<file path="src/pkg/adc_ctrl_pkg.sv">
// Contract
// - Modulator overrange sets a flag in the converter status register.
// - Filter overflow saturates result to 0x7fffff positive or 0x800000 negative.
// - Input beyond about 120% full scale sets the analog overrange flag.
// - Clock select bit picks external clock pin when 1, internal oscillator when 0.
// - Four-bit channel field selects one of eleven multiplexer sources.
// - Normal channels give two's complement results from 0x800000 to 0x7fffff.
// - Cold-junction inputs give offset coding: 0V 0x800000, 1.25V zero, 2.5V 0x7fffff.
// - Mode field resets to 01b, standby with no conversions.
// - Writing 01b stops conversion; with power-down bit high the converter resets.
// - Writing 11b starts one or continuous conversions per single-shot control bits.
// - Continuous mode discards the first four results while the filter settles.
// - Repeat single-shot mode streams samples with no settling latency.
// - Single-shot mode makes exactly one conversion per start command.
// - Writing 01b during either continuous mode halts conversions.
// - Changing the channel to another source halts conversion and enters standby.
// - Continuous rate codes map 0000b..1111b to 5 through 115200 samples per second.
// - The 115200 rate needs both calibration disable bits set by the host.
// - Repeat single-shot rates follow their own table, calibration dependent at upper codes.
// - Top continuous code with calibration enabled runs 57.6ksps; status keeps code.
// - Ready output falls on each new result, rises on result read while low.
package adc_ctrl_pkg;

   localparam int unsigned CLK_HZ      = 40_000_000;
   localparam int unsigned ADC_CLK_HZ  = 7_372_800;
   localparam int unsigned OSC_W       = 19;
   localparam logic [OSC_W-1:0] OSC_STEP = OSC_W'(ADC_CLK_HZ / 100);
   localparam logic [OSC_W-1:0] OSC_MOD  = OSC_W'(CLK_HZ / 100);
   localparam longint unsigned TICK_SCALE = 64'd10000 * ADC_CLK_HZ;
   localparam int unsigned PERIOD_W    = 24;

   localparam int unsigned RDY_PRE_NS  = 500;
   localparam int unsigned RDY_PRE_CYC = (RDY_PRE_NS * (CLK_HZ / 1_000_000) + 999) / 1000;
   localparam logic [4:0]  RDY_PRE_LD  = 5'(RDY_PRE_CYC - 1);
   localparam logic [2:0]  SETTLE_LAST = 3'h4;

   localparam int unsigned ADDR_W      = 8;
   localparam logic [ADDR_W-1:0] OFS_CMD    = 8'h00;
   localparam logic [ADDR_W-1:0] OFS_CTRL_A = 8'h04;
   localparam logic [ADDR_W-1:0] OFS_CTRL_B = 8'h08;
   localparam logic [ADDR_W-1:0] OFS_GEN    = 8'h0c;
   localparam logic [ADDR_W-1:0] OFS_STATUS = 8'h10;
   localparam logic [ADDR_W-1:0] OFS_RESULT = 8'h14;

   localparam int unsigned CMD_MODE_LSB = 0;
   localparam int unsigned CMD_RATE_LSB = 4;
   localparam int unsigned CA_PD_BIT    = 0;
   localparam int unsigned CA_SS_BIT    = 1;
   localparam int unsigned CA_RSS_BIT   = 2;
   localparam int unsigned CB_GCD_BIT   = 0;
   localparam int unsigned CB_OCD_BIT   = 1;
   localparam int unsigned CB_EXT_BIT   = 2;
   localparam int unsigned GEN_SEL_LSB  = 0;
   localparam int unsigned ST_MOR_BIT   = 0;
   localparam int unsigned ST_ANA_BIT   = 1;
   localparam int unsigned ST_RUN_BIT   = 2;
   localparam int unsigned ST_RDY_BIT   = 3;
   localparam int unsigned ST_MODE_LSB  = 4;
   localparam int unsigned ST_RATE_LSB  = 8;

   localparam logic [1:0] MODE_STANDBY = 2'h1;
   localparam logic [1:0] MODE_CONVERT = 2'h3;
   localparam logic [3:0] RATE_RST     = 4'h0;
   localparam logic [3:0] CHAN_RST     = 4'h0;
   localparam logic [3:0] CJ_A_CODE    = 4'h9;
   localparam logic [3:0] CJ_B_CODE    = 4'ha;
   localparam logic [3:0] RATE_TOP     = 4'hf;
   localparam logic [3:0] RATE_HALF    = 4'he;

   localparam int unsigned FILT_W = 26;
   localparam logic signed [FILT_W-1:0] RES_MAX = 26'sh07fffff;
   localparam logic signed [FILT_W-1:0] RES_MIN = -26'sh0800000;
   localparam logic signed [FILT_W-1:0] CJ_OFS  = 26'sh0800000;

   // Rates in units of 1e-4 sps: continuous, repeat shot with cal, without cal
   localparam int unsigned RATE_TAB [48] = '{
      50000, 100000, 150000, 300000, 500000, 600000, 2250000, 4500000, 9000000, 18000000,
      36000000, 72000000, 144000000, 288000000, 576000000, 1152000000,
      9955, 25000, 50000, 100000, 125000, 150000, 500000, 600000, 1500000, 2990000,
      8870000, 17550000, 27680000, 53270000, 99100000, 173890000,
      9955, 25000, 50000, 100000, 125000, 150000, 500000, 600000, 1500000, 2990000,
      8920000, 17760000, 28180000, 55190000, 105930000, 196090000};

   typedef enum logic [2:0] {
      ST_IDLE = 3'b001,
      ST_RUN  = 3'b010,
      ST_SHOT = 3'b100
   } conv_state_t;

   typedef struct packed {
      logic              wr;
      logic              rd;
      logic [ADDR_W-1:0] addr;
      logic [31:0]       wdata;
   } bus_req_t;

   typedef struct packed {
      logic [1:0] mode;
      logic [3:0] rate;
      logic       pd;
      logic       single_shot;
      logic       repeat_shot;
      logic       gain_cal_dis;
      logic       offset_cal_dis;
      logic       ext_clk;
      logic [3:0] chan;
   } cfg_t;

   typedef struct packed {
      cfg_t                cfg;
      conv_state_t         st;
      logic [OSC_W-1:0]    osc;
      logic                ext_prev;
      logic [PERIOD_W-1:0] cnt;
      logic [2:0]          settle;
      logic                pend;
      logic [4:0]          pre;
      logic [23:0]         pend_data;
      logic [23:0]         result;
      logic                rdy_n;
      logic                mor;
      logic                ana_ovr;
      logic [31:0]         rdata;
   } ctrl_state_t;

endpackage : adc_ctrl_pkg

</file>
<file path="src/hw/adc_conversion_control.sv">
`timescale 1ns/1ps
module adc_conversion_control
   import adc_ctrl_pkg::*;
#(
   parameter int unsigned TIME_DIV = 1
) (
   input  wire logic                     clk,
   input  wire logic                     rst,
   input  wire bus_req_t                 bus,
   output logic [31:0]                   rdata,
   input  wire logic signed [FILT_W-1:0] filter_data,
   input  wire logic                     mod_overrange_pin,
   input  wire logic                     analog_overrange_pin,
   input  wire logic                     ext_clk_pin,
   output logic                          rdy_n,
   output logic                          adc_enable,
   output logic                          ext_clk_sel,
   output logic                          adc_powered_down
);
   typedef logic [PERIOD_W-1:0] per_tab_t [48];

   function automatic per_tab_t build_tab(input int unsigned div);
      per_tab_t        t;
      longint unsigned p;
      for (int i = 0; i < 48; i++) begin
         p = TICK_SCALE / RATE_TAB[i] / div;
         if (p < 1) begin
            p = 1;
         end
         t[i] = PERIOD_W'(p);
      end
      return t;
   endfunction : build_tab

   localparam per_tab_t PER_TAB = build_tab(TIME_DIV);

   ctrl_state_t         q;
   ctrl_state_t         d;
   logic [2:0]          pins_s;
   logic                tick;
   logic                due;
   logic                pub;
   logic [23:0]         pub_val;
   logic [PERIOD_W-1:0] period;
   logic signed [FILT_W-1:0] adj;
   logic [23:0]         sat_val;
   logic                cj_chan;
   logic                wr_cmd;
   logic                wr_gen;
   logic                rd_res;
   logic                rd_sta;
   logic [OSC_W:0]      osc_sum;
   logic [3:0]          wr_rate;
   logic                cal_off;
   logic [PERIOD_W-1:0] start_per;

   pin_sync3 #(.W(3)) u_sync (
      .clk   (clk),
      .rst   (rst),
      .pin   ({ext_clk_pin, analog_overrange_pin, mod_overrange_pin}),
      .level (pins_s)
   );

   assign wr_cmd = bus.wr && (bus.addr == OFS_CMD);
   assign wr_gen = bus.wr && (bus.addr == OFS_GEN);
   assign rd_res = bus.rd && (bus.addr == OFS_RESULT);
   assign rd_sta = bus.rd && (bus.addr == OFS_STATUS);
   assign osc_sum = {1'b0, q.osc} + {1'b0, OSC_STEP};

   always_comb begin
      d       = q;
      d.rdata = '0;
      tick    = 1'b0;
      due     = 1'b0;
      pub     = 1'b0;
      pub_val = '0;
      period  = '0;
      adj     = '0;
      sat_val = '0;
      cj_chan = (q.cfg.chan == CJ_A_CODE) || (q.cfg.chan == CJ_B_CODE);

      // ADC clock tick from internal oscillator model or external pin
      d.ext_prev = pins_s[2];
      if (q.cfg.ext_clk) begin
         tick = pins_s[2] && !q.ext_prev;
      end else if (osc_sum >= {1'b0, OSC_MOD}) begin
         tick  = 1'b1;
         d.osc = OSC_W'(osc_sum - {1'b0, OSC_MOD});
      end else begin
         d.osc = OSC_W'(osc_sum);
      end

      // Sample period lookup
      if (q.cfg.single_shot) begin
         if (q.cfg.gain_cal_dis && q.cfg.offset_cal_dis) begin
            period = PER_TAB[{2'h2, q.cfg.rate}];
         end else begin
            period = PER_TAB[{2'h1, q.cfg.rate}];
         end
      end else if (q.cfg.rate == RATE_TOP && !(q.cfg.gain_cal_dis && q.cfg.offset_cal_dis)) begin
         period = PER_TAB[{2'h0, RATE_HALF}];
      end else begin
         period = PER_TAB[{2'h0, q.cfg.rate}];
      end

      // First count of a start follows the rate written with it
      wr_rate = bus.wdata[CMD_RATE_LSB +: 4];
      cal_off = q.cfg.gain_cal_dis && q.cfg.offset_cal_dis;
      if (q.cfg.single_shot && cal_off) begin
         start_per = PER_TAB[{2'h2, wr_rate}];
      end else if (q.cfg.single_shot) begin
         start_per = PER_TAB[{2'h1, wr_rate}];
      end else if (wr_rate == RATE_TOP && !cal_off) begin
         start_per = PER_TAB[{2'h0, RATE_HALF}];
      end else begin
         start_per = PER_TAB[{2'h0, wr_rate}];
      end

      // Result coding and saturation
      adj = cj_chan ? (filter_data - CJ_OFS) : filter_data;
      if (adj > RES_MAX) begin
         sat_val = RES_MAX[23:0];
      end else if (adj < RES_MIN) begin
         sat_val = RES_MIN[23:0];
      end else begin
         sat_val = adj[23:0];
      end

      if (q.st != ST_IDLE && tick) begin
         if (q.cnt == '0) begin
            due   = 1'b1;
            d.cnt = period - PERIOD_W'(1);
         end else begin
            d.cnt = q.cnt - PERIOD_W'(1);
         end
      end

      // Early rise of ready before a result that overwrites an unread one
      if (q.pend) begin
         if (q.pre == '0) begin
            pub     = 1'b1;
            pub_val = q.pend_data;
            d.pend  = 1'b0;
         end else begin
            d.pre = q.pre - 5'h1;
         end
      end

      if (due) begin
         if (q.st == ST_RUN && !q.cfg.single_shot && q.settle != SETTLE_LAST) begin
            d.settle = q.settle + 3'h1;
         end else if (!q.rdy_n || q.pend) begin
            d.rdy_n     = 1'b1;
            d.pend      = 1'b1;
            d.pre       = RDY_PRE_LD;
            d.pend_data = sat_val;
            pub         = 1'b0;
         end else begin
            pub     = 1'b1;
            pub_val = sat_val;
         end
         if (q.st == ST_SHOT) begin
            d.st       = ST_IDLE;
            d.cfg.mode = MODE_STANDBY;
         end
      end

      if (rd_res && !q.rdy_n) begin
         d.rdy_n = 1'b1;
      end
      if (pub) begin
         d.result = pub_val;
         d.rdy_n  = 1'b0;
      end

      // Sticky overrange flags, a new event beats the read clear
      d.mor = (q.mor && !rd_sta) || pins_s[0];
      d.ana_ovr = (q.ana_ovr && !rd_sta) || pins_s[1];

      if (bus.wr) begin
         unique case (bus.addr)
            OFS_CMD: begin
               d.cfg.mode = bus.wdata[CMD_MODE_LSB +: 2];
               d.cfg.rate = bus.wdata[CMD_RATE_LSB +: 4];
            end
            OFS_CTRL_A: begin
               d.cfg.pd          = bus.wdata[CA_PD_BIT];
               d.cfg.single_shot = bus.wdata[CA_SS_BIT];
               d.cfg.repeat_shot = bus.wdata[CA_RSS_BIT];
            end
            OFS_CTRL_B: begin
               d.cfg.gain_cal_dis   = bus.wdata[CB_GCD_BIT];
               d.cfg.offset_cal_dis = bus.wdata[CB_OCD_BIT];
               d.cfg.ext_clk        = bus.wdata[CB_EXT_BIT];
            end
            OFS_GEN: begin
               d.cfg.chan = bus.wdata[GEN_SEL_LSB +: 4];
            end
            default: begin
            end
         endcase
      end

      if (wr_cmd) begin
         if (bus.wdata[CMD_MODE_LSB +: 2] == MODE_CONVERT) begin
            if (q.st == ST_IDLE) begin
               d.cnt    = start_per - PERIOD_W'(1);
               d.settle = '0;
               if (!q.cfg.single_shot) begin
                  d.st = ST_RUN;
               end else if (q.cfg.repeat_shot) begin
                  d.st = ST_RUN;
               end else begin
                  d.st = ST_SHOT;
               end
            end
         end else begin
            d.st   = ST_IDLE;
            d.pend = 1'b0;
            if (bus.wdata[CMD_MODE_LSB +: 2] == MODE_STANDBY && q.cfg.pd) begin
               d.result = '0;
               d.rdy_n  = 1'b1;
               d.settle = '0;
               d.cnt    = '0;
            end
         end
      end

      if (wr_gen && bus.wdata[GEN_SEL_LSB +: 4] != q.cfg.chan) begin
         d.st       = ST_IDLE;
         d.cfg.mode = MODE_STANDBY;
         d.pend     = 1'b0;
      end

      if (bus.rd) begin
         unique case (bus.addr)
            OFS_CMD:    d.rdata = {24'h0, q.cfg.rate, 2'h0, q.cfg.mode};
            OFS_CTRL_A: d.rdata = {29'h0, q.cfg.repeat_shot, q.cfg.single_shot, q.cfg.pd};
            OFS_CTRL_B: d.rdata = {29'h0, q.cfg.ext_clk, q.cfg.offset_cal_dis, q.cfg.gain_cal_dis};
            OFS_GEN:    d.rdata = {28'h0, q.cfg.chan};
            OFS_STATUS: begin
               d.rdata[ST_MOR_BIT]       = q.mor;
               d.rdata[ST_ANA_BIT]       = q.ana_ovr;
               d.rdata[ST_RUN_BIT]       = (q.st != ST_IDLE);
               d.rdata[ST_RDY_BIT]       = !q.rdy_n;
               d.rdata[ST_MODE_LSB +: 2] = q.cfg.mode;
               d.rdata[ST_RATE_LSB +: 4] = q.cfg.rate;
            end
            OFS_RESULT: d.rdata = {8'h0, q.result};
            default:    d.rdata = '0;
         endcase
      end
   end

   always_ff @(posedge clk) begin
      if (rst) begin
         q          <= '0;
         q.cfg.mode <= MODE_STANDBY;
         q.cfg.rate <= RATE_RST;
         q.cfg.chan <= CHAN_RST;
         q.st       <= ST_IDLE;
         q.rdy_n    <= 1'b1;
      end else begin
         q <= d;
      end
   end

   assign rdata            = q.rdata;
   assign rdy_n            = q.rdy_n;
   assign adc_enable       = (q.st != ST_IDLE);
   assign ext_clk_sel      = q.cfg.ext_clk;
   assign adc_powered_down = (q.cfg.mode == MODE_STANDBY) && q.cfg.pd;

   mode_reset_a: assert property (@(posedge clk) rst |=> (q.cfg.mode == MODE_STANDBY && q.st == ST_IDLE))
      else $error("mode not standby after reset");

   sat_pos_a: assert property (@(posedge clk) disable iff (rst) (adj > RES_MAX) |-> (sat_val == 24'h7fffff))
      else $error("positive overflow not saturated");

   sat_neg_a: assert property (@(posedge clk) disable iff (rst) (adj < RES_MIN) |-> (sat_val == 24'h800000))
      else $error("negative overflow not saturated");

   stop_cmd_a: assert property (@(posedge clk) disable iff (rst)
      (wr_cmd && bus.wdata[1:0] == MODE_STANDBY) |=> (q.st == ST_IDLE && !adc_enable))
      else $error("standby write did not halt conversion");

   start_cmd_a: assert property (@(posedge clk) disable iff (rst)
      (wr_cmd && bus.wdata[1:0] == MODE_CONVERT && q.st == ST_IDLE && !wr_gen)
      |=> (q.st == (($past(q.cfg.single_shot) && !$past(q.cfg.repeat_shot)) ? ST_SHOT : ST_RUN)))
      else $error("start write did not enter the chosen mode");

   chan_halt_a: assert property (@(posedge clk) disable iff (rst)
      (wr_gen && bus.wdata[3:0] != q.cfg.chan) |=> (q.st == ST_IDLE && q.cfg.mode == MODE_STANDBY))
      else $error("channel change did not enter standby");

   rdy_fall_a: assert property (@(posedge clk) disable iff (rst) pub |=> (!rdy_n && q.result == $past(pub_val)))
      else $error("ready did not fall with new result");

   rdy_rise_a: assert property (@(posedge clk) disable iff (rst) (rd_res && !rdy_n && !pub) |=> rdy_n)
      else $error("ready did not rise after result read");

   settle_skip_a: assert property (@(posedge clk) disable iff (rst)
      (pub && q.st == ST_RUN && !q.cfg.single_shot && !q.pend) |-> (q.settle == SETTLE_LAST))
      else $error("result published before filter settled");

   shot_once_a: assert property (@(posedge clk) disable iff (rst) (q.st == ST_SHOT && due && !wr_cmd && !wr_gen)
      |=> (q.st == ST_IDLE) [*2])
      else $error("single shot did not stop after one conversion");

   flag_set_a: assert property (@(posedge clk) disable iff (rst) pins_s[0] |=> q.mor)
      else $error("modulator overrange flag lost");

   top_rate_a: assert property (@(posedge clk) disable iff (rst)
      (!q.cfg.single_shot && q.cfg.rate == RATE_TOP && !q.cfg.gain_cal_dis) |-> (period == PER_TAB[14]))
      else $error("top rate not limited with calibration on");

   top_rate_ocd_a: assert property (@(posedge clk) disable iff (rst)
      (!q.cfg.single_shot && q.cfg.rate == RATE_TOP && !q.cfg.offset_cal_dis) |-> (period == PER_TAB[14]))
      else $error("top rate not limited with offset calibration on");

   full_rate_a: assert property (@(posedge clk) disable iff (rst)
      (!q.cfg.single_shot && q.cfg.rate == RATE_TOP && cal_off) |-> (period == PER_TAB[15]))
      else $error("full rate not used with calibration off");

   ana_flag_a: assert property (@(posedge clk) disable iff (rst) pins_s[1] |=> q.ana_ovr)
      else $error("analog overrange flag lost");

   pd_clear_a: assert property (@(posedge clk) disable iff (rst)
      (wr_cmd && bus.wdata[CMD_MODE_LSB +: 2] == MODE_STANDBY && q.cfg.pd) |=> (q.result == 24'h0 && q.rdy_n))
      else $error("power-down write did not reset the converter");

   idle_hold_a: assert property (@(posedge clk) disable iff (rst)
      (q.st == ST_IDLE && !(wr_cmd && bus.wdata[CMD_MODE_LSB +: 2] == MODE_CONVERT)) |=> (q.st == ST_IDLE))
      else $error("conversion began without a start write");

   result_hold_a: assert property (@(posedge clk) disable iff (rst)
      (!pub && !wr_cmd) |=> (q.result == $past(q.result)))
      else $error("result changed without a new conversion");

   pre_high_a: assert property (@(posedge clk) disable iff (rst) (q.pend && !pub) |=> q.rdy_n)
      else $error("ready low while a result is pending");

   rss_publish_a: assert property (@(posedge clk) disable iff (rst)
      (due && q.st == ST_RUN && q.cfg.single_shot && q.rdy_n && !q.pend && !wr_cmd) |=> !rdy_n)
      else $error("repeat shot result not published at once");

   zero_code_a: assert property (@(posedge clk) disable iff (rst)
      (!cj_chan && filter_data == '0) |-> (sat_val == 24'h000000))
      else $error("zero input not coded as zero");

   cj_zero_a: assert property (@(posedge clk) disable iff (rst)
      (cj_chan && filter_data == CJ_OFS) |-> (sat_val == 24'h000000))
      else $error("cold junction mid input not coded as zero");

endmodule : adc_conversion_control

</file>
<file path="src/hw/pin_sync3.sv">
`timescale 1ns/1ps
module pin_sync3 #(
   parameter int unsigned W = 1
) (
   input  wire logic         clk,
   input  wire logic         rst,
   input  wire logic [W-1:0] pin,
   output logic      [W-1:0] level
);
   typedef struct packed {
      logic [W-1:0] s1;
      logic [W-1:0] s2;
      logic [W-1:0] s3;
      logic [W-1:0] o;
   } sync_t;

   sync_t q;
   sync_t d;

   always_comb begin
      d    = q;
      d.s1 = pin;
      d.s2 = q.s1;
      d.s3 = q.s2;
      for (int i = 0; i < W; i++) begin
         // Output moves only when the last two stages agree
         if (q.s2[i] == q.s3[i]) begin
            d.o[i] = q.s3[i];
         end
      end
   end

   always_ff @(posedge clk) begin
      if (rst) begin
         q <= '0;
      end else begin
         q <= d;
      end
   end

   assign level = q.o;

endmodule : pin_sync3

</file>
<file path="config.mk">
export PLATFORM = sky130hd
export DESIGN_NAME = adc_conversion_control
export DESIGN_NICKNAME = d
export VERILOG_FILES = /design/src/pkg/adc_ctrl_pkg.sv /design/src/hw/adc_conversion_control.sv /design/src/hw/pin_sync3.sv
export SDC_FILE = /design/constraint.sdc
export NUM_CORES = 1
export LEC_CHECK = 0
export ABC_AREA = 1
export ABC_CLOCK_PERIOD_IN_PS = 5400
export BUFFER_PORTS_ARGS = -buffer_cell sky130_fd_sc_hd__buf_2
export CAP_MARGIN = 10
export CORE_MARGIN = 4
export CORE_UTILIZATION = 45
export DETAILED_ROUTE_END_ITERATION = 10
export PLACE_DENSITY = 0.6
export SLEW_MARGIN = 20
export SYNTH_ARGS = -nofsm -noshare
export SYNTH_HDL_FRONTEND = slang
export SYNTH_HIERARCHICAL = 1
export SYNTH_SLANG_ARGS = --single-unit
</file>
<file path="constraint.sdc">
create_clock -name clk -period 5.4 [get_ports clk]
set_input_delay 1.08 -clock clk [delete_from_list [all_inputs] [get_ports clk]]
set_output_delay 1.08 -clock clk [all_outputs]
set_load 0.01 [all_outputs]
</file>
==> impl_metrics.csv, run 1 <==
group,metric,value,unit
cts,clock_sinks,152,
timing,hold_viol_final,0,
cts,cts_setup_buffers,0,
floorplanning,die_x,156.0,um
yosys,syn_area_per_cell,6.200,um2
place,dp_worst_setup_slack,1.582,ns
setup_path,worstSetupPathType,"reg -> reg",
timing,skew,0.01991,ns
routing,route.detailed.wl_per_inst,14.93,um
cts,clock_path_buffers,2,
cts,htree_num_levels,4,
power_and_ir_drop,p_per_area,247.1,nW/um2
cts,cts_root_buf,"clkbuf_16",
layout,layout-drive-gt1-share,0.1003,
global_route,grt_max_degree,54,
routing,drt-total-wl,28370,um
cts,hold_buffers,0,
yosys,ys_ff_latch,152,
yosys,synth_top_area_frac,0.3089,
timing,max_freq,0.2702,GHz
global_route,grt_pass1_wl,46440,um
routing,num_vias,9856,
yosys,yosysWarnings,6,
cts,cts.repair.resized,0,
layout,final_common_cell,"nand2_1",
timing,relSlewSlack,0.3350,
global_route,antenna_found_initial,0,
setup_path,worstPathMaxFanout,31,
yosys,synth.area.top_cells,"dfxtp_1, nand2_1, nor2_1",
global_route,grt_overflow,0,
floorplanning,fp.coreArea,21290,um2
power_and_ir_drop,leakagePower,5.064,nW
timing,final-setup-viol-count,0,
routing,met1_length,13010,um
routing,wl_met2,12860,um
timing,tns,0,ns
place,post-dp-hpwl,20910,um
worst_hold_path,hold_path_class,"reg -> reg",
setup_path,arrival,4.07,ns
place,numPortBuffers,76,
setup_path,crit_path_start_kind,"register",
power_and_ir_drop,total_power,2.665,mW
timing,whs,0.4065,ns
setup_path,worstSetupEndpointType,"register",
routing,drt_iter0_drc,808,
place,gp_congestion,0.9261,
timing,post-route-min-period,3.702,ns
timing,rsz0062_at_grt,"no",
floorplanning,rows,53,
routing,viasPerCell,5.187,
cts,cts_tree,"done",
routing,routed.top_layer,"met4",
layout,fin_nets,1709,
layout,diodes,0,
floorplanning,die_h,156.0,um
power_and_ir_drop,peakVddDrop,0.0002072,V
timing,worst_slew_pin_slew,0.9964,ns
cts,worstSkewPairLatency,0.45,ns
routing,dr.pass1.iters,5,
timing,drv_slew,0,
timing,setup_slack,1.698,ns
global_route,grt_usage,0.2350,
floorplanning,start_util,0.4628,
routing,detail-route-antenna-nets,0,
yosys,synth_cell_types,47,
yosys,ys_seq_area_frac,0.3089,
layout,fillCellCount,2247,
outcome,outcome,"complete, no violations",
timing,finalCritPeriodShare,0.6855,
yosys,postSynthCellCount,1589,
routing,wl_met3,1387,um
layout,mostFrequentLayoutCells,"nand2_1, nor2_1, inv_1",
layout,syn2layout_area_growth,9.448,%
floorplanning,die-area,24330,um2
global_route,grt_pass1_vias,9313,
cts,cts_made_buffers,17,
cts,path_clk_slew,0.08,ns
yosys,yosys.area.top_type,"dfxtp_1",
flow_run,drv_cap,0,
yosys,synth_area,9852,um2
setup_path,crit_required,5.77,ns
floorplanning,num_io_pins,109,
routing,drc_errors,0,
## per-stage QoR
stage	utilization	cell area, um2	cells
2_1_floorplan	-	9878	1596
3_3_place_gp	0.4765	10140	1868
3_5_place_dp	0.4765	10140	1868
4_1_cts	0.5066	10780	1900
5_1_grt	0.5066	10780	1900
6_report	0.5066	10780	1900
## kinds of logic after synthesis
| group | after synthesis | synth area share |
|---|---|---|
| AOI/OAI and AO/OA | 297 | 0.1614 |
| xor gates and xnor gates | 30 | 0.02667 |
| adders and majority gates | 24 | 0.03048 |
| buffers and inverters | 284 | 0.1279 |
| DFF | 152 | 0.3089 |
| muxes | 1 | 0.001143 |
| other | 1 | 0.0003806 |
| and+or+nand+nor | 800 | 0.3432 |
## registers in the layout (all words and copies together), names as in the netlist
signal,count
ext_clk_sel,1
q,114
rdata,24
rdy_n,1
u_sync/d,6
u_sync/level,3
u_sync/q,3
## area by class of cell
class,instances,area [um2],share of cell area
clock inverter,15,214.0,0.01984
inverter,198,748.2,0.06939
sequential,152,3043,0.2822
clock buffer,17,425.4,0.03945
timing repair buffer,83,432.9,0.04015
tap,275,344.1,0.03191
multi-input combinational,1160,5575,0.5171
## report_power, final
| part | switching (mW) | internal (mW) |
|---|---|---|
| sequential | 0.0113 | 1.13 |
| clock | 0.624 | 0.642 |
| combinational | 0.170 | 0.0831 |
| total | 0.805 | 1.86 |
## metal layers
metal	vias up	GRT usage
met1	4453	0.3129
met3	62	0.03412
met5	-	0
li1	5086	-
met2	255	0.3773
met4	0	0.1063
## final timing paths
check,to,slack (ns),cells past startpoint,from
worst max-delay path,q[40]$_SDFF_PP0_,1.70,11,q[98]$_SDFF_PP0_
worst min-delay path,u_sync/d[3]$_SDFF_PP0_,0.41,2,u_sync/d[6]$_SDFF_PP0_
worst max register to register,q[40]$_SDFF_PP0_,1.70,11,q[98]$_SDFF_PP0_
worst min register to register,u_sync/d[3]$_SDFF_PP0_,0.41,2,u_sync/d[6]$_SDFF_PP0_
## critical path: stages (launching register included)
cell and delay [ns]:
dfxtp_1 0.31, nor2_1 0.22, nand2_1 0.13, nor2_4 0.24
inv_2 0.07, nor2_4 0.42, nand4_4 0.56, nand2_2 0.26
inv_1 0.07, nor2_2 0.75, o21ai_0 0.38, a21oi_1 0.20
## synthesized netlist by cell type (all sizes together)
| cell | n |
|---|---|
| nand2 | 426 |
| nor2 | 233 |
| inv | 195 |
| dfxtp | 152 |
| o21ai | 137 |
| a21oi | 124 |
| nand3 | 91 |
| buf | 62 |
| clkbuf | 24 |
| ha | 24 |
| xor2 | 23 |
| nand4 | 20 |
| nor3 | 15 |
| a31oi | 8 |
| xnor2 | 7 |
| o211ai | 6 |
| o22ai | 6 |
| or2 | 6 |
| nor4 | 5 |
| o31ai | 4 |
| a221oi | 3 |
| clkinv | 3 |
| nand3b | 3 |
| o21a | 2 |
| o21bai | 2 |
| o221ai | 2 |
| a22oi | 1 |
| a31o | 1 |
| a32oi | 1 |
| and3 | 1 |
| conb | 1 |
| mux2 | 1 |
Note: power is estimated with default switching activity, not from simulation.
==> inputs of run 2 (changes only) <==
--- a/config.mk
+++ b/config.mk
@@ -6,7 +6,7 @@
 export NUM_CORES = 1
 export LEC_CHECK = 0
 export ABC_AREA = 1
-export ABC_CLOCK_PERIOD_IN_PS = 5400
+export ABC_CLOCK_PERIOD_IN_PS = 3700
 export BUFFER_PORTS_ARGS = -buffer_cell sky130_fd_sc_hd__buf_2
 export CAP_MARGIN = 10
 export CORE_MARGIN = 4
==> constraint.sdc (replaced) <==
create_clock -name clk -period 3.7 [get_ports clk]
set_input_delay 0.74 -clock clk [delete_from_list [all_inputs] [get_ports clk]]
set_output_delay 0.74 -clock clk [all_outputs]
set_load 0.01 [all_outputs]
==> impl_metrics.csv, run 2 (synthesis results as in run 1) <==
group,metric,value,unit
global_route,met1_usage,0.3088,
timing,skew,0.01478,ns
setup_path,worstSetupPathType,"in -> reg",
flow_run,drv_cap,0,
setup_path,arrival,3.26,ns
power_and_ir_drop,power.share.sequential,0.434,
floorplanning,start_util,0.4628,
timing,drv_slew,0,
power_and_ir_drop,leakagePower,5.174,nW
outcome,outcome,"complete, no violations",
cts,cts_made_buffers,17,
timing,post-route-min-period,2.928,ns
worst_hold_path,holdPathStages,2,
layout,seq_area,3043,um2
power_and_ir_drop,power_frac_clock,0.469,
global_route,antenna_found_initial,0,
cts,htree_num_levels,4,
routing,viasPerCell,5.159,
routing,dr.pass1.iters,7,
floorplanning,rows,53,
setup_path,slowest_stage,"ha_1",
floorplanning,num_io_pins,109,
setup_path,ff2ff_path_depth,13,
global_route,grt_pass1_vias,9486,
floorplanning,die-area,24330,um2
global_route,grt_overflow,0,
layout,final_common_cell,"nand2_1",
global_route,grt_util_met3,0.03689,
power_and_ir_drop,peakVddDrop,0.0002111,V
power_and_ir_drop,p_per_area,351.7,nW/um2
layout,largest_register,"q",
layout,largest_register_ffs,114,
timing,whs,0.4095,ns
timing,tns,0,ns
floorplanning,die_x,156.0,um
setup_path,worstPathCellList,"buf_2, inv_1, ha_1, nand3_1, o21ai_1, a31oi_1, o22ai_1, inv_1, ha_1, nand2_1, nor2_4, nand2_2, nor2_4, nand3_1, xor2_1, nand2_1, nand2_1",
layout,multi_input_area,5575,um2
worst_hold_path,hold_path_class,"reg -> reg",
cts,cts.repair.resized,0,
floorplanning,fp.coreArea,21290,um2
cts,hold_buffers,0,
setup_path,worst_path_most_repeated_cell,"nand2_1",
place,numPortBuffers,76,
timing,final-setup-viol-count,0,
routing,route.detailed.wl_per_inst,15.04,um
worst_hold_path,min_from,"u_sync/d[8]$_SDFF_PP0_",
layout,diodes,0,
timing,hold_viol_final,0,
setup_path,worstPathMaxFanout,11,
routing,num_vias,9920,
cts,cts_setup_buffers,0,
floorplanning,die_h,156.0,um
global_route,met2_usage,0.4034,
timing,relSlewSlack,0.5359,
cts,worstSkewPairLatency,0.44,ns
cts,path_clk_slew,0.08,ns
cts,cts_root_buf,"clkbuf_16",
timing,setup_slack,0.7717,ns
timing,rsz0062_at_grt,"no",
cts,clock_path_buffers,2,
worst_hold_path,hold-path-endpoint,"u_sync/d[5]$_SDFF_PP0_",
routing,drt-total-wl,28910,um
setup_path,crit_required,4.03,ns
power_and_ir_drop,p_int,2.706,mW
setup_path,worstSetupEndpointType,"register",
routing,drt_iter0_drc,680,
layout,layout-drive-gt1-share,0.1129,
power_and_ir_drop,p_switching,1.143,mW
place,gp_congestion,0.9440,
power_and_ir_drop,p_comb_frac,0.097,
layout,fin_nets,1732,
power_and_ir_drop,total_power,3.848,mW
power_and_ir_drop,p_sw_frac,0.2969,
layout,fillCellCount,2269,
setup_path,rrSetupSlack,0.93,ns
global_route,top_usage_layer,"met2",
place,post-dp-hpwl,21840,um
global_route,grt_usage,0.2407,
layout,syn2layout_area_growth,11.07,%
timing,max_freq,0.3415,GHz
layout,mostFrequentLayoutCells,"nand2_1, nor2_1, inv_1",
setup_path,crit_path_start_kind,"input port",
cts,clock_sinks,152,
routing,detail-route-antenna-nets,0,
global_route,grt_max_degree,38,
timing,finalCritPeriodShare,0.7914,
place,dp_worst_setup_slack,0.3258,ns
setup_path,r2r_start,"q[130]$_SDFFE_PP0N_",
setup_path,slowest_delay,0.28,ns
setup_path,worstReg2RegEnd,"q[74]$_SDFFE_PP0P_",
routing,drc_errors,0,
timing,worst_slew_pin_slew,0.6935,ns
cts,cts_tree,"done",
global_route,grt_pass1_wl,47380,um
[run 2: changes by cell type in the layout (fill, tap and decap cells not counted), sizes merged]
cell | before | now
clkinv | 12 | 13
inv | 201 | 200
buf | 83 | 106
[run 2: metrics by stage]
stage / utilization / instances / area (um2)
global route: 0.5141 / 1923 / 10940
detailed placement: 0.4846 / 1891 / 10320
CTS: 0.5141 / 1923 / 10940
global placement: 0.4846 / 1891 / 10320
floorplan: - / 1596 / 9878
finish: 0.5141 / 1923 / 10940
[run 2: final cells by class]
type / instances / area share
multi-input combinational: 1160 / 0.5095
sequential: 152 / 0.2781
inverter: 198 / 0.06837
timing repair buffer: 106 / 0.05534
clock buffer: 17 / 0.03887
tap: 275 / 0.03144
clock inverter: 15 / 0.01841
[run 2: power groups by stage]
stage	clock, mW	combinational [mW]	sequential, mW
2_1_floorplan	0	0.274	1.71
3_3_place_gp	0	0.369	1.71
3_5_place_dp	0	0.372	1.71
4_1_cts	1.84	0.373	1.67
5_1_grt	1.91	0.424	1.67
6_report	1.80	0.373	1.67
[run 2: layer usage]
metal / share of wire / up-vias
li1: - / 5125
met1: 0.45 / 4492
met3: 0.043 / 56
met4: 0.035 / 0
met5: 0 / -
met2: 0.47 / 247
[run 2: worst max path at each step]
| stage | start | to | slack, ns | cells past startpoint |
|---|---|---|---|---|
| 3_3_place_gp | bus[4] | q[110]$_SDFF_PP0_ | 0.37 | 17 |
| 2_1_floorplan | bus[5] | q[110]$_SDFF_PP0_ | 1.03 | 16 |
| 5_1_grt | bus[33] | q[102]$_SDFF_PP0_ | 0.42 | 16 |
| 3_5_place_dp | bus[4] | q[110]$_SDFF_PP0_ | 0.33 | 17 |
| 4_1_cts | bus[4] | q[110]$_SDFF_PP0_ | 0.78 | 17 |
| 6_report | bus[4] | q[110]$_SDFF_PP0_ | 0.77 | 17 |
[run 2: worst max-delay path, delay by kind of cell]
family,cells,cell delay (ns)
adder cells (fa/ha/maj),2,0.48
buffers and inverters,3,0.47
AND/OR/NAND/NOR,8,0.91
AO/OA/AOI/OAI,3,0.47
XOR/XNOR,1,0.17
==> inputs of run 3 (changes only) <==
--- a/config.mk
+++ b/config.mk
@@ -6,13 +6,13 @@
 export NUM_CORES = 1
 export LEC_CHECK = 0
 export ABC_AREA = 1
-export ABC_CLOCK_PERIOD_IN_PS = 3700
+export ABC_CLOCK_PERIOD_IN_PS = 2500
 export BUFFER_PORTS_ARGS = -buffer_cell sky130_fd_sc_hd__buf_2
 export CAP_MARGIN = 10
 export CORE_MARGIN = 4
 export CORE_UTILIZATION = 45
 export DETAILED_ROUTE_END_ITERATION = 10
-export PLACE_DENSITY = 0.6
+export PLACE_DENSITY = 0.62
 export SLEW_MARGIN = 20
 export SYNTH_ARGS = -nofsm -noshare
 export SYNTH_HDL_FRONTEND = slang
==> constraint.sdc (replaced) <==
create_clock -name clk -period 2.5 [get_ports clk]
set_input_delay 0.5 -clock clk [delete_from_list [all_inputs] [get_ports clk]]
set_output_delay 0.5 -clock clk [all_outputs]
set_load 0.01 [all_outputs]
==> impl_metrics.csv, run 3 (synthesis results as in run 1) <==
group,metric,value,unit
place,gp_congestion,0.9143,
place,dp_cells,2047,
power_and_ir_drop,p_int,4.097,mW
floorplanning,num_io_pins,109,
layout,largest_register,"q",
layout,multi_input_area,5921,um2
layout,syn2layout_area_growth,28.75,%
global_route,grt_max_degree,50,
flow_run,drv_cap,0,
floorplanning,die-area,24330,um2
floorplanning,start_util,0.4628,
routing,num_vias,10750,
timing,whs,0.2583,ns
power_and_ir_drop,power_frac_clock,0.457,
routing,detail-route-antenna-nets,0,
timing,tns,0,ns
power_and_ir_drop,p_sw_frac,0.2958,
floorplanning,fp.coreArea,21290,um2
setup_path,slowest_stage,"dfxtp_2",
power_and_ir_drop,p_switching,1.721,mW
global_route,grt_pass1_wl,48270,um
setup_path,worstPathMaxFanout,3,
power_and_ir_drop,peakVddDrop,0.0003892,V
global_route,antenna_found_initial,0,
floorplanning,die_h,156.0,um
layout,fin_nets,1905,
timing,drv_slew,0,
place,numPortBuffers,76,
timing,skew,0.01767,ns
routing,drt-total-wl,30830,um
timing,relSlewSlack,0.6244,
cts,cts_tree,"done",
timing,finalCritPeriodShare,0.9845,
power_and_ir_drop,p_comb_frac,0.118,
setup_path,r2r_start,"q[149]$_SDFFE_PP0P_",
cts,hold_buffers,0,
power_and_ir_drop,p_per_area,458.7,nW/um2
timing,hold_viol_final,0,
global_route,grt_pass1_vias,9999,
cts,cts_made_buffers,17,
layout,seq_area,3048,um2
setup_path,worstSetupPathType,"reg -> reg",
layout,largest_register_ffs,114,
routing,dr.pass1.iters,6,
cts,worstSkewPairLatency,0.44,ns
place,post_dp_cell_area,11540,um2
routing,drc_errors,0,
timing,post-route-min-period,2.461,ns
setup_path,arrival,2.78,ns
power_and_ir_drop,total_power,5.818,mW
power_and_ir_drop,power.share.sequential,0.425,
layout,diodes,0,
layout,layout-drive-gt1-share,0.2378,
layout,final_common_cell,"nand2_1",
layout,fin_util,0.5959,
timing,max_freq,0.4063,GHz
global_route,grt_usage,0.2440,
setup_path,slowest_delay,0.37,ns
routing,route.detailed.wl_per_inst,14.71,um
timing,rsz0062_at_grt,"yes",
routing,drt_iter0_drc,739,
floorplanning,die_x,156.0,um
timing,final-setup-viol-count,0,
worst_hold_path,hold_path_class,"in -> reg",
setup_path,crit_path_start_kind,"register",
setup_path,worstPathCellList,"buf_6, ha_4, nand2_1, nor2_2, nand2_2, nand3_1, nand2_1, nand2_1, nand2_2, buf_4, nor2_4, nand2_2, nor2_4, buf_4, nand3_1, nand2_1, nand3_2, nand2_2, a21oi_1",
floorplanning,rows,53,
place,dp_worst_setup_slack,-0.1085,ns
cts,htree_num_levels,4,
layout,fillCellCount,2086,
power_and_ir_drop,leakagePower,6.088,nW
setup_path,crit_required,2.81,ns
worst_hold_path,min_from,"ext_clk_pin",
cts,path_clk_slew,0.08,ns
layout,mostFrequentLayoutCells,"nand2_1, nor2_1, buf_4",
routing,viasPerCell,5.128,
setup_path,startpoint,"q[149]$_SDFFE_PP0P_",
place,post-dp-hpwl,23390,um
layout,final_area,12680,um2
cts,cts_root_buf,"clkbuf_16",
global_route,grt_overflow,0,
layout,finalNonFillerCells,2096,
setup_path,worstSetupEndpointType,"register",
outcome,outcome,"complete, no violations",
timing,setup_slack,0.03871,ns
cts,clock_path_buffers,2,
timing,worst_slew_pin_slew,0.5586,ns
cts,clock_sinks,152,
[run 3: repair_timing]
action	4_1_cts	5_1_grt
setup endpoints to repair	22	75
cloned	0	2
gates resized for setup	17	91
pin swaps	1	25
setup buffers	0	15
[run 3: final cells by class]
class,count,share of cell area
Multi-Input combinational cell,1161,0.4668
Sequential cell,152,0.2403
Timing Repair Buffer,278,0.1575
Inverter,198,0.05899
Clock buffer,17,0.03354
Tap cell,275,0.02713
Clock inverter,15,0.01578
[run 3: routing by layer]
| metal | wire length (um) | vias to the layer above | global-route usage |
|---|---|---|---|
| met5 | 0 | - | 0 |
| met4 | 818 | 0 | 0.07753 |
| met3 | 1152 | 53 | 0.03079 |
| met2 | 15280 | 271 | 0.4307 |
| met1 | 13570 | 4941 | 0.3090 |
| li1 | - | 5483 | - |
[run 3: path summary, 6_finish.rpt]
kind	end	slack [ns]	cells after the start
setup / recovery	q[113]$_SDFF_PP0_	0.04	19
hold / removal	u_sync/d[8]$_SDFF_PP0_	0.26	3
setup reg to reg	q[113]$_SDFF_PP0_	0.04	19
hold reg to reg	u_sync/d[3]$_SDFF_PP0_	0.41	2
[run 3: power by group through the flow]
| stage | Combinational, mW | Clock, mW | Sequential (mW) |
|---|---|---|---|
| global placement | 0.642 | 0 | 2.53 |
| global route | 0.773 | 2.79 | 2.48 |
| CTS | 0.659 | 2.69 | 2.47 |
| floorplan | 0.405 | 0 | 2.53 |
| finish | 0.688 | 2.66 | 2.47 |
| detailed placement | 0.653 | 0 | 2.53 |
[run 3: worst max-delay path, delay by kind of cell (launching register included)]
kind	cells	cell delay [ns]
AO/OA/AOI/OAI	1	0.06
flip-flops	1	0.37
AND/OR/NAND/NOR	14	1.37
adder cells (fa/ha/maj)	1	0.13
buffers and inverters	3	0.41
